`src/dmwm_pkg.sv`:
```
// Package with register indices, field positions, reset values and address constants.
`default_nettype none
package dmwm_pkg;
    localparam logic [7:0] IDX_PAGE_OFFSET_LOW = 8'h09;
    localparam logic [7:0] IDX_PAGE_OFFSET_HIGH = 8'h0a;
    localparam logic [7:0] IDX_GFX_MODE_EXT = 8'h0b;
    localparam logic [7:0] IDX_EXT_SEQ_MODES = 8'h07;
    localparam logic [7:0] IDX_MISC_GRAPHICS = 8'h06;
    localparam int BIT_DUAL_PAGE = 0;
    localparam int BIT_GRAN_16K = 5;
    localparam int LIN_SEG_HI = 7;
    localparam int LIN_SEG_LO = 4;
    localparam int MAP_HI = 3;
    localparam int MAP_LO = 2;
    localparam int CPU_PAGE_BIT = 15;
    localparam logic [7:0] RESET_OFFSET = 8'h00;
    localparam logic [7:0] RESET_GFX_EXT = 8'h00;
    localparam logic [7:0] RESET_SEQ = 8'h00;
    localparam logic [7:0] RESET_MISC_GFX = 8'h04;
    localparam logic [1:0] MAP_A0_128K = 2'h0;
    localparam logic [1:0] MAP_A0_64K = 2'h1;
    localparam logic [1:0] MAP_B0_32K = 2'h2;
    localparam logic [1:0] MAP_B8_32K = 2'h3;
    localparam logic [7:0] SEG_A0 = 8'h0a;
    localparam logic [7:0] SEG_B0 = 8'h0b;
    localparam logic [3:0] PLANE_A8 = 4'h8;
    localparam logic [3:0] PLANE_B8 = 4'hb;
    localparam int ADDR_W = 24;
    localparam int DISP_W = 21;
endpackage : dmwm_pkg
`default_nettype wire

```
`src/dmwm_adder.sv`:
```
// Remapping adder that aligns an 8-bit page offset onto the CPU address.
`default_nettype none
module dmwm_adder (
    input wire logic [7:0] pageOffset,
    input wire logic gran16k,
    input wire logic [15:0] cpuOffset,
    output logic [20:0] dispAddr
);
    logic [20:0] base;
    always_comb
    begin
        if (gran16k)
        begin
            // The top offset bit falls off the 21-bit address, so 16K pages reach 2 Mbyte.
            base = {pageOffset[6:0], 14'h0};
        end
        else
        begin
            base = {1'b0, pageOffset, 12'h000};
        end
        dispAddr = base + {5'h00, cpuOffset};
    end
endmodule : dmwm_adder
`default_nettype wire

```
`src/dmwm_mapper.sv`:
```
// Host-to-display memory window mapper with indexed extension registers.
`default_nettype none
module dmwm_mapper #(
    parameter int MEM_ADDR_W = 20
) (
    input wire logic mclk,
    input wire logic srst,
    input wire logic regWrite,
    input wire logic regRead,
    input wire logic seqSelect,
    input wire logic [7:0] regIndex,
    input wire logic [7:0] regWdata,
    output logic [7:0] regRdata,
    input wire logic hostValid,
    input wire logic [23:0] hostAddr,
    input wire logic chainFour,
    input wire logic miscOutPage,
    output logic memHit,
    output logic [20:0] memAddr,
    output logic [1:0] memPlane
);
    logic [7:0] pageOffsetLow_reg;
    logic [7:0] pageOffsetHigh_reg;
    logic [7:0] gfxModeExt_reg;
    logic [7:0] extSeqModes_reg;
    logic [7:0] miscGraphics_reg;
    logic [1:0] chainSync_reg;
    logic [1:0] pageSync_reg;
    logic [7:0] offsetSel;
    logic [20:0] windowAddr;
    logic [3:0] linSeg;
    logic dualPage;
    logic gran16k;
    logic hitNext;
    logic [20:0] addrNext;
    logic [1:0] planeNext;
    logic [20:0] memMask;

    assign linSeg = extSeqModes_reg[dmwm_pkg::LIN_SEG_HI:dmwm_pkg::LIN_SEG_LO];
    assign dualPage = gfxModeExt_reg[dmwm_pkg::BIT_DUAL_PAGE];
    assign gran16k = gfxModeExt_reg[dmwm_pkg::BIT_GRAN_16K];
    assign memMask = 21'((22'h1 << MEM_ADDR_W) - 22'h1);

    // Mode straps from outside the clock domain are synchronised before use.
    always_ff @(posedge mclk)
    begin
        if (srst)
        begin
            chainSync_reg <= 2'h0;
            pageSync_reg <= 2'h0;
        end
        else
        begin
            chainSync_reg <= {chainSync_reg[0], chainFour};
            pageSync_reg <= {pageSync_reg[0], miscOutPage};
        end
    end

    always_ff @(posedge mclk)
    begin
        if (srst)
        begin
            pageOffsetLow_reg <= dmwm_pkg::RESET_OFFSET;
            pageOffsetHigh_reg <= dmwm_pkg::RESET_OFFSET;
            gfxModeExt_reg <= dmwm_pkg::RESET_GFX_EXT;
            extSeqModes_reg <= dmwm_pkg::RESET_SEQ;
            miscGraphics_reg <= dmwm_pkg::RESET_MISC_GFX;
        end
        else if (regWrite)
        begin
            if (seqSelect)
            begin
                if (regIndex == dmwm_pkg::IDX_EXT_SEQ_MODES)
                begin
                    extSeqModes_reg <= regWdata;
                end
            end
            else
            begin
                case (regIndex)
                    dmwm_pkg::IDX_PAGE_OFFSET_LOW: pageOffsetLow_reg <= regWdata;
                    dmwm_pkg::IDX_PAGE_OFFSET_HIGH: pageOffsetHigh_reg <= regWdata;
                    dmwm_pkg::IDX_GFX_MODE_EXT: gfxModeExt_reg <= regWdata;
                    dmwm_pkg::IDX_MISC_GRAPHICS: miscGraphics_reg <= regWdata;
                    default: ;
                endcase
            end
        end
    end

    // Reads return stored values so read-modify-write of the mode bit works.
    always_ff @(posedge mclk)
    begin
        if (srst)
        begin
            regRdata <= 8'h00;
        end
        else if (regRead)
        begin
            if (seqSelect)
            begin
                regRdata <= (regIndex == dmwm_pkg::IDX_EXT_SEQ_MODES) ? extSeqModes_reg : 8'h00;
            end
            else
            begin
                case (regIndex)
                    dmwm_pkg::IDX_PAGE_OFFSET_LOW: regRdata <= pageOffsetLow_reg;
                    dmwm_pkg::IDX_PAGE_OFFSET_HIGH: regRdata <= pageOffsetHigh_reg;
                    dmwm_pkg::IDX_GFX_MODE_EXT: regRdata <= gfxModeExt_reg;
                    dmwm_pkg::IDX_MISC_GRAPHICS: regRdata <= miscGraphics_reg;
                    default: regRdata <= 8'h00;
                endcase
            end
        end
    end

    // Bit 15 chooses the second page only in dual-page mode.
    assign offsetSel = (dualPage && hostAddr[dmwm_pkg::CPU_PAGE_BIT]) ?
        pageOffsetHigh_reg : pageOffsetLow_reg;

    dmwm_adder u_adder (
        .pageOffset(offsetSel),
        .gran16k(gran16k),
        .cpuOffset(hostAddr[15:0]),
        .dispAddr(windowAddr)
    );

    always_comb
    begin
        hitNext = 1'b0;
        addrNext = 21'h000000;
        planeNext = 2'h0;
        if (linSeg != 4'h0)
        begin
            // Linear aperture claims the whole segment even with less memory.
            hitNext = hostAddr[23:20] == linSeg;
            if (chainSync_reg[1])
            begin
                addrNext = {1'b0, hostAddr[19:0]} & memMask;
                planeNext = hostAddr[1:0];
            end
            else
            begin
                // Each plane repeats four times across the segment.
                addrNext = {3'h0, hostAddr[17:0]} & memMask;
                planeNext = 2'h0;
            end
        end
        else if (hostAddr[23:20] == 4'h0)
        begin
            case (miscGraphics_reg[dmwm_pkg::MAP_HI:dmwm_pkg::MAP_LO])
                dmwm_pkg::MAP_A0_128K:
                    hitNext = hostAddr[19:16] == dmwm_pkg::SEG_A0[3:0] ||
                        hostAddr[19:16] == dmwm_pkg::SEG_B0[3:0];
                dmwm_pkg::MAP_A0_64K:
                    hitNext = hostAddr[19:16] == dmwm_pkg::SEG_A0[3:0];
                dmwm_pkg::MAP_B0_32K:
                    hitNext = hostAddr[19:15] == {dmwm_pkg::SEG_B0[3:0], 1'b0};
                dmwm_pkg::MAP_B8_32K:
                    hitNext = hostAddr[19:15] == {dmwm_pkg::SEG_B0[3:0], 1'b1};
                default: hitNext = 1'b0;
            endcase
            hitNext = hitNext && pageSync_reg[1] | hitNext;
            addrNext = windowAddr & (gran16k ? 21'h1fffff : memMask);
            planeNext = 2'h0;
        end
    end

    always_ff @(posedge mclk)
    begin
        if (srst)
        begin
            memHit <= 1'b0;
            memAddr <= 21'h000000;
            memPlane <= 2'h0;
        end
        else
        begin
            memHit <= hostValid && hitNext;
            memAddr <= addrNext;
            memPlane <= planeNext;
        end
    end

    a_offset_readback: assert property (@(posedge mclk) disable iff (srst)
        regWrite && !seqSelect && regIndex == dmwm_pkg::IDX_PAGE_OFFSET_LOW
        ##1 !regWrite
        ##1 regRead && !seqSelect && regIndex == dmwm_pkg::IDX_PAGE_OFFSET_LOW
        |=> regRdata == $past(regWdata, 3))
        else $error("Page offset readback mismatch.");

    a_linear_hit: assert property (@(posedge mclk) disable iff (srst)
        hostValid && linSeg != 4'h0 && hostAddr[23:20] == linSeg |=> memHit)
        else $error("Linear segment access not claimed.");

    a_linear_miss: assert property (@(posedge mclk) disable iff (srst)
        hostValid && linSeg != 4'h0 && hostAddr[23:20] != linSeg |=> !memHit)
        else $error("Access outside the linear segment was claimed.");

    a_planar_repeat: assert property (@(posedge mclk) disable iff (srst)
        hostValid && linSeg != 4'h0 && !chainSync_reg[1]
        |=> memAddr[20:18] == 3'h0 && memPlane == 2'h0)
        else $error("Planar linear address exceeds one plane.");

    a_single_page_addr: assert property (@(posedge mclk) disable iff (srst)
        hostValid && linSeg == 4'h0 && hostAddr[23:16] == 8'h0a && !dualPage && !gran16k
        |=> memAddr == 21'(($past(pageOffsetLow_reg) * 21'h1000 +
            $past(hostAddr[15:0])) & memMask))
        else $error("Single-page address wrong.");

    a_dual_high_page: assert property (@(posedge mclk) disable iff (srst)
        hostValid && linSeg == 4'h0 && hostAddr[23:20] == 4'h0 && dualPage && hostAddr[15]
        && !gran16k
        |=> memAddr[19:12] == 8'($past(pageOffsetHigh_reg) + 8'($past(hostAddr[15:12]))))
        else $error("Dual-page high offset not used.");
endmodule : dmwm_mapper
`default_nettype wire

```
`config.mk`:
```
export PLATFORM = sky130hd
export DESIGN_NAME = dmwm_mapper
export DESIGN_NICKNAME = d
export VERILOG_FILES = /design/src/dmwm_pkg.sv /design/src/dmwm_adder.sv /design/src/dmwm_mapper.sv
export SDC_FILE = /design/constraint.sdc
export NUM_CORES = 1
export LEC_CHECK = 0
export ABC_CLOCK_PERIOD_IN_PS = 3000
export BUFFER_PORTS_ARGS = -buffer_cell sky130_fd_sc_hd__buf_4
export CELL_PAD_IN_SITES_DETAIL_PLACEMENT = 1
export CELL_PAD_IN_SITES_GLOBAL_PLACEMENT = 1
export CORE_MARGIN = 2
export CORE_UTILIZATION = 40
export DETAILED_ROUTE_END_ITERATION = 8
export MAX_ROUTING_LAYER = met4
export PLACE_DENSITY = 0.86
export SYNTH_ARGS = -nofsm -noshare
export SYNTH_HDL_FRONTEND = slang
export SYNTH_SLANG_ARGS = --single-unit
```
`constraint.sdc`:
```
create_clock -name mclk -period 3 [get_ports mclk]
set_input_delay 0.6 -clock mclk [delete_from_list [all_inputs] [get_ports mclk]]
set_output_delay 0.6 -clock mclk [all_outputs]
set_load 0.03 [all_outputs]
```
==> out/qor.yml, run 1 <==
yosys:
  syn_nets: 402
  yosysUniqueCellTypes: 48
  yosysWarnings: 0
  synth-seq-cells: 74
  synth-seq-area-share_pct: 43.6
  syn_area_um2: 3400
  synthesis.instances: 348
  synth.avg_cell_area_um2: 9.77
worst_setup_path:
  r2r_slack_ns: 0.47
  critPathLaunchType: "flip-flop"
  rr_startpoint: "gfxModeExt_reg[0]$_SDFFE_PP0P_"
  cp_slowest_stage_delay_ns: 0.43
  crit_arrival_ns: 2.82
  r2r_end: "memAddr[20]$_SDFF_PP0_"
  cp_num_buf_inv: 0
  cp_max_fo: 5
  crit_type: "flip-flop to flip-flop"
  ff2ff_path_depth: 10
  crit_required_ns: 3.28
  cp_slowest_cell: "dfxtp_1"
  endpoint_kind: "flip-flop"
  crit_family: "adder cells"
  worstPathCellList: "nand2_2 -> mux2i_1 -> nor2_1 -> ha_1 -> fa_1 -> a21o_1 -> a21oi_1 -> nor4b_1 -> xor2_1 -> nor3b_1"
place:
  place_ws_ns: 0.119
  dpl.hpwl_um: 6890
  gp_congestion: 0.865
  io_buffers: 78
  place_inst: 512
layout:
  layout_common_cells: "buf_4, dfxtp_1, nor2_1, mux2i_1, a22oi_1"
  top_register: "memAddr"
  fin_util_pct: 51.5
  nets: 472
  largest_reg_flops: 21
  antenna_cells: 0
  final_common_cell: "buf_4"
  final_cells: 527
  synthToLayoutAreaGrowth_pct: 24.4
  layout-drive-gt1-share_pct: 26.1
  fill_cells: 946
grt:
  antenna_found_initial: 0
  grt_pass1_wl_um: 14800
  grt_max_degree: 61
  grt_use_total_pct: 21.8
  first_global_vias: 2903
  grt_overflow_total: 0
sta:
  min_period_ns: 2.53
  fin_setup_tns_ns: 0
  final.period_utilization_pct: 84.4
  fin_ws_ns: 0.467
  worst_pin_slew_ns: 0.705
  fmax_mhz: 395
  finalSetupViolations: 0
  hold_violations: 0
  slew_violations: 0
  fin_worst_skew_ns: 0.00757
  grt_setup_unrepaired: "no"
  max_slew_margin_pct: 53.0
min_path:
  hold_class: "input pin to flip-flop"
  whs_endpoint: "memAddr[10]$_SDFF_PP0_"
  hold_start: "hostAddr[10]"
  hold_depth: 2
floorplan:
  die_x_um: 96.2
  die_h_um: 96.2
  pin_count: 80
  rows: 33
  die_area_um2: 9260
  start_util_pct: 41.4
  core_um2: 8220
clock_tree:
  path_clk_slew_ns: 0.08
  clock_latency_ns: 0.36
  cts_made_buffers: 9
  cts_hold_buf: 0
  cts.sinks: 74
  clock_path_buffers: 2
  cts_tree: "yes"
  root_buffer: "clkbuf_8"
  postCtsSetupBuffers: 0
  cts_resized: 0
  htree_levels: 3
power:
  power_frac_seq_pct: 49.6
  clock_power_share_pct: 42.8
  power.leakage_nw: 1.85
  powerDensity_nw_per_um2: 474
  power_frac_comb_pct: 7.6
  sw_frac_of_total_pct: 23.0
  ir_worst_vdd_mv: 0.268
  p_sw_uw: 461
  p_int_mw: 1.54
  totalPowerFinal_mw: 2.00
detailed_routing:
  dr.pass1.iters: 4
  num_vias: 2884
  drtIter0Drc: 91
  post_drt_wl_per_cell_um: 17.7
  drc: 0
  antenna_left: 0
  via_per_inst: 5.47
  drt_wl_total_um: 9310
outcome:
  status: "complete, no violations"
run:
  cap_violations: 0
==> cell type report <==
cell class                      count  area (um^2)  share of cell area, %
Tap cell                          105          131                   3.10
Clock buffer                       10          138                   3.25
Sequential cell                    74         1480                   35.0
Clock inverter                      5         78.8                   1.86
Multi-Input combinational cell    248         1780                   42.0
Timing Repair Buffer               82          616                   14.5
Inverter                            3         11.3                  0.266
==> synth_stat cells (all sizes together) <==
master	instances	area, um^2
nand3b	3	26.3
mux2	1	11.3
xnor2	8	70.1
o211ai	1	7.51
buf	10	73.8
mux4	3	67.6
nor4b	2	17.5
nand3	9	57.6
nor2b	3	18.8
o21ai	4	20.0
a21oi	15	75.1
ha	5	62.6
a21o	2	15.0
or3b	1	8.76
xor2	3	26.3
a211o	1	8.76
mux2i	46	460
and2	15	93.8
or3	1	11.3
nor4	2	27.5
clkbuf	13	58.8
a22oi	21	158
or4	2	15.0
a211oi	11	82.6
a31oi	1	6.26
fa	1	20.0
o22ai	8	50.1
and3b	1	8.76
and4	2	20.0
nor2	48	180
nand2b	1	6.26
o32ai	1	8.76
and2b	2	17.5
nand4	3	18.8
dfxtp	74	1480
inv	3	11.3
nand2	16	62.6
nor3b	3	22.5
and3	2	12.5
==> how the worst max path moves through the flow <==
stage,from,to,slack [ns],cells past startpoint
floorplan,hostAddr[15],memAddr[20]$_SDFF_PP0_,0.44,10
global placement,hostAddr[15],memAddr[20]$_SDFF_PP0_,0.23,11
detailed placement,hostAddr[15],memAddr[20]$_SDFF_PP0_,0.12,11
CTS,gfxModeExt_reg[0]$_SDFFE_PP0P_,memAddr[20]$_SDFF_PP0_,0.46,10
global route,gfxModeExt_reg[0]$_SDFFE_PP0P_,memAddr[20]$_SDFF_PP0_,0.28,10
finish,gfxModeExt_reg[0]$_SDFFE_PP0P_,memAddr[20]$_SDFF_PP0_,0.47,10
==> through the flow <==
| stage | hold WS [ns] | instance area [um^2] |
|---|---|---|
| after floorplan | 0.414 | 3400 |
| after global placement | 0.431 | 4020 |
| after detailed placement | 0.428 | 4020 |
| after CTS | 0.435 | 4230 |
| after global routing | 0.432 | 4230 |
| final | 0.444 | 4230 |
==> power by group through the flow <==
stage	Sequential, mW	Combinational, mW	Clock, mW
global route	0.995	0.165	0.911
floorplan	1.03	0.0555	0
global placement	1.02	0.149	0
finish	0.995	0.152	0.858
detailed placement	1.02	0.153	0
CTS	0.994	0.153	0.872
==> routing by layer <==
metal,routed length [um],vias up,track usage (%)
met2,4590,97,35.4
met4,228,0,7.98
li1,-,1386,-
met3,596,24,6.11
met1,3900,1377,25.8
met5,0,-,-
==> kinds of logic after synthesis <==
group                    share of synthesized area (%)
AND/OR/NAND/NOR                                   18.4
flip-flops                                        43.6
AO/OA/AOI/OAI                                     12.7
multiplexers                                      15.9
buffers and inverters                             4.23
XOR/XNOR                                          2.83
adder cells (fa/ha/maj)                           2.43
Power figures use the tool's default switching activity.
==> inputs of run 2 (changes only) <==
--- a/config.mk
+++ b/config.mk
@@ -5,15 +5,15 @@
 export SDC_FILE = /design/constraint.sdc
 export NUM_CORES = 1
 export LEC_CHECK = 0
-export ABC_CLOCK_PERIOD_IN_PS = 3000
+export ABC_CLOCK_PERIOD_IN_PS = 2320
 export BUFFER_PORTS_ARGS = -buffer_cell sky130_fd_sc_hd__buf_4
 export CELL_PAD_IN_SITES_DETAIL_PLACEMENT = 1
 export CELL_PAD_IN_SITES_GLOBAL_PLACEMENT = 1
 export CORE_MARGIN = 2
-export CORE_UTILIZATION = 40
+export CORE_UTILIZATION = 36
 export DETAILED_ROUTE_END_ITERATION = 8
 export MAX_ROUTING_LAYER = met4
-export PLACE_DENSITY = 0.86
+export PLACE_DENSITY = 0.82
 export SYNTH_ARGS = -nofsm -noshare
 export SYNTH_HDL_FRONTEND = slang
 export SYNTH_SLANG_ARGS = --single-unit
==> constraint.sdc (replaced) <==
create_clock -name mclk -period 2.32 [get_ports mclk]
set_input_delay 0.464 -clock mclk [delete_from_list [all_inputs] [get_ports mclk]]
set_output_delay 0.464 -clock mclk [all_outputs]
set_load 0.03 [all_outputs]
==> run 2 against run 1 <==
- critical path depth did not move
- combinational power grew 38%
- sequential share of layout area down 1.7 points
- global-route usage down 1.1 points
- worst setup slack worse by 0.34 ns
- flip-flop and latch count unchanged
- cell count is 5.3% higher
- utilization fell by 3.2 points
- clock power rose by 25%
- design area increased by 5.1%
- non-clock buffer count up 21
- total power up 28%
- highest routed layer unchanged
==> out/qor.yml, run 2 (same netlist as run 1, synthesis figures left out) <==
outcome:
  status: "complete, no violations"  # unchanged
sta:
  slew_violations: 0  # unchanged
  holdWs_ns: 0.298  # was 0.444 ns
  min_period_ns: 2.19  # was 2.53 ns
  worst_pin_slew_ns: 0.635  # was 0.705 ns
  max_slew_margin_pct: 57.7  # was 53.0%
  finalSetupViolations: 0  # unchanged
  fin_setup_tns_ns: 0  # unchanged
  final.period_utilization_pct: 94.3  # was 84.4%
  fin_worst_skew_ns: 0.00722  # was 0.00757 ns
  fmax_mhz: 457  # was 395 MHz
  hold_violations: 0  # unchanged
layout:
  largest_reg_flops: 21  # unchanged
  antenna_cells: 0  # unchanged
  layout_common_cells: "buf_4, dfxtp_1, nor2_1, mux2i_1, a22oi_1"  # unchanged
  final_common_cell: "buf_4"  # unchanged
  register_area_um2: 1480  # about the same
  fill_cells: 1050  # was 946
  multi_input_area_um2: 1830  # was 1780 um^2
  top_register: "memAddr"  # unchanged
  fin_util_pct: 48.3  # was 51.5%
  synthToLayoutAreaGrowth_pct: 30.7  # was 24.4%
  nets: 493  # was 472
  final_cells: 555  # was 527
  layout-drive-gt1-share_pct: 31.5  # was 26.1%
worst_setup_path:
  cp_slowest_cell: "fa_2"  # was dfxtp_1
  cp_max_fo: 4  # was 5
  endpoint_kind: "flip-flop"  # unchanged
  critPathLaunchType: "flip-flop"  # unchanged
  crit_arrival_ns: 2.48  # was 2.82 ns
  startpoint: "gfxModeExt_reg[0]$_SDFFE_PP0P_"  # unchanged
  cp_slowest_stage_delay_ns: 0.38  # was 0.43 ns
  r2r_slack_ns: 0.13  # was 0.47 ns
  ff2ff_path_depth: 10  # unchanged
  crit_top_cell: "nor2_1"
  rr_startpoint: "gfxModeExt_reg[0]$_SDFFE_PP0P_"  # unchanged
  worstPathCellList: "nand2_4 -> buf_4 -> mux2i_1 -> nor2_1 -> fa_2 -> a21o_1 -> a21oi_4 -> xor2_1 -> a22oi_1 -> nor2_1"  # was nand2_2 -> mux2i_1 -> nor2_1 -> ha_1 -> fa_1 -> a21o_1 -> a21oi_1 -> nor4b_1 -> xor2_1 -> nor3b_1
  crit_type: "flip-flop to flip-flop"  # unchanged
  r2r_end: "memAddr[16]$_SDFF_PP0_"  # was memAddr[20]$_SDFF_PP0_
  crit_required_ns: 2.61  # was 3.28 ns
clock_tree:
  cts.sinks: 74  # unchanged
  clock_latency_ns: 0.36  # about the same
  cts_tree: "yes"  # unchanged
  htree_levels: 3  # unchanged
  clock_path_buffers: 2  # unchanged
  cts_made_buffers: 9  # unchanged
  root_buffer: "clkbuf_8"  # unchanged
  cts_hold_buf: 0  # unchanged
  path_clk_slew_ns: 0.09  # was 0.08 ns
floorplan:
  core_um2: 9200  # was 8220 um^2
  die_x_um: 101  # was 96.2 um
  rows: 35  # was 33
  die_h_um: 101  # was 96.2 um
  die_area_um2: 10200  # was 9260 um^2
  start_util_pct: 37.0  # was 41.4%
  pin_count: 80  # unchanged
place:
  io_buffers: 78  # unchanged
  gp_congestion: 0.881  # was 0.865
  place_inst: 538  # was 512
  dpl.hpwl_um: 7460  # was 6890 um
detailed_routing:
  drtIter0Drc: 125  # was 91
  dr.pass1.iters: 4  # unchanged
  drt_wl_total_um: 10100  # was 9310 um
  num_vias: 2999  # was 2884
  via_per_inst: 5.40  # was 5.47
  antenna_left: 0  # unchanged
  drc: 0  # unchanged
  post_drt_wl_per_cell_um: 18.2  # was 17.7 um
min_path:
  whs_endpoint: "memAddr[5]$_SDFF_PP0_"  # was memAddr[10]$_SDFF_PP0_
  hold_depth: 2  # unchanged
  hold_class: "input pin to flip-flop"  # unchanged
  hold_start: "hostAddr[5]"  # was hostAddr[10]
power:
  powerDensity_nw_per_um2: 578  # was 474 nW/um^2
  ir_worst_vdd_mv: 0.243  # was 0.268 mV
  power.leakage_nw: 1.96  # was 1.85 nW
grt:
  antenna_found_initial: 0  # unchanged
  grt_max_degree: 61  # unchanged
  grt_overflow_total: 0  # unchanged
  grt_use_total_pct: 20.7  # was 21.8%
  first_global_vias: 3159  # was 2903
  grt_pass1_wl_um: 15700  # was 14800 um
run:
  cap_violations: 0  # unchanged
[run 2: changes by cell type in the layout (fill, tap and decap cells not counted), moves of 2 or more]
cell,previous run,this run
a21oi_1,15,13
buf_4,82,103
clkinv_2,2,0
clkinvlp_4,0,2
inv_6,0,3
[run 2: critical path: cells and delay by family (launching register included)]
kind | cells | cell delay (ns)
flops | 1 | 0.34
fa+ha+maj | 1 | 0.38
xor+xnor | 1 | 0.20
compound gates | 3 | 0.50
buf+inv | 1 | 0.12
simple gates | 3 | 0.34
mux | 1 | 0.25
[run 2: report_power, final]
group          internal, mW  total (mW)  leakage, nW  switching [mW]
Combinational        0.0960       0.210         1.26           0.113
Clock                 0.515        1.07       0.0988           0.558
Sequential             1.28        1.29        0.599         0.00516
Total                  1.89        2.57         1.96           0.677
[run 2: layout make-up]
type	count	area share (%)
inverter	3	0.253
multi-input combinational	248	41.2
clock inverter	7	1.86
clock buffer	9	2.79
tap	111	3.12
timing repair buffer	103	17.4
sequential	74	33.4
[run 2: per-layer routing]
layer / vias to the layer above / wire length, um / GRT usage, %
met1: 1465 / 4240 / 23.8
met2: 86 / 5210 / 35.4
met5: - / 0 / -
met3: 20 / 411 / 3.86
met4: 0 / 246 / 8.32
li1: 1428 / - / -
[run 2: worst max-delay path by stage]
stage | depth (start not counted) | endpoint
floorplan | 10 | memAddr[20]$_SDFF_PP0_
global placement | 11 | memAddr[20]$_SDFF_PP0_
detailed placement | 11 | memAddr[16]$_SDFF_PP0_
CTS | 10 | memAddr[16]$_SDFF_PP0_
global route | 10 | memAddr[17]$_SDFF_PP0_
finish | 10 | memAddr[16]$_SDFF_PP0_
[run 2: timing repair]
action	in CTS	in global routing
endpoints found under the setup margin	0	5
resized for setup	0	10
buffers inserted	0	1
[run 2: through the flow]
stage	total power [mW]	instance area (um^2)	worst slack (ns)
2_1_floorplan	1.41	3410	0.0296
3_3_place_gp	1.52	4180	-0.139
3_5_place_dp	1.52	4180	-0.269
4_1_cts	2.59	4390	0.00173
5_1_grt	2.66	4450	-0.00535
6_report	2.57	4450	0.132
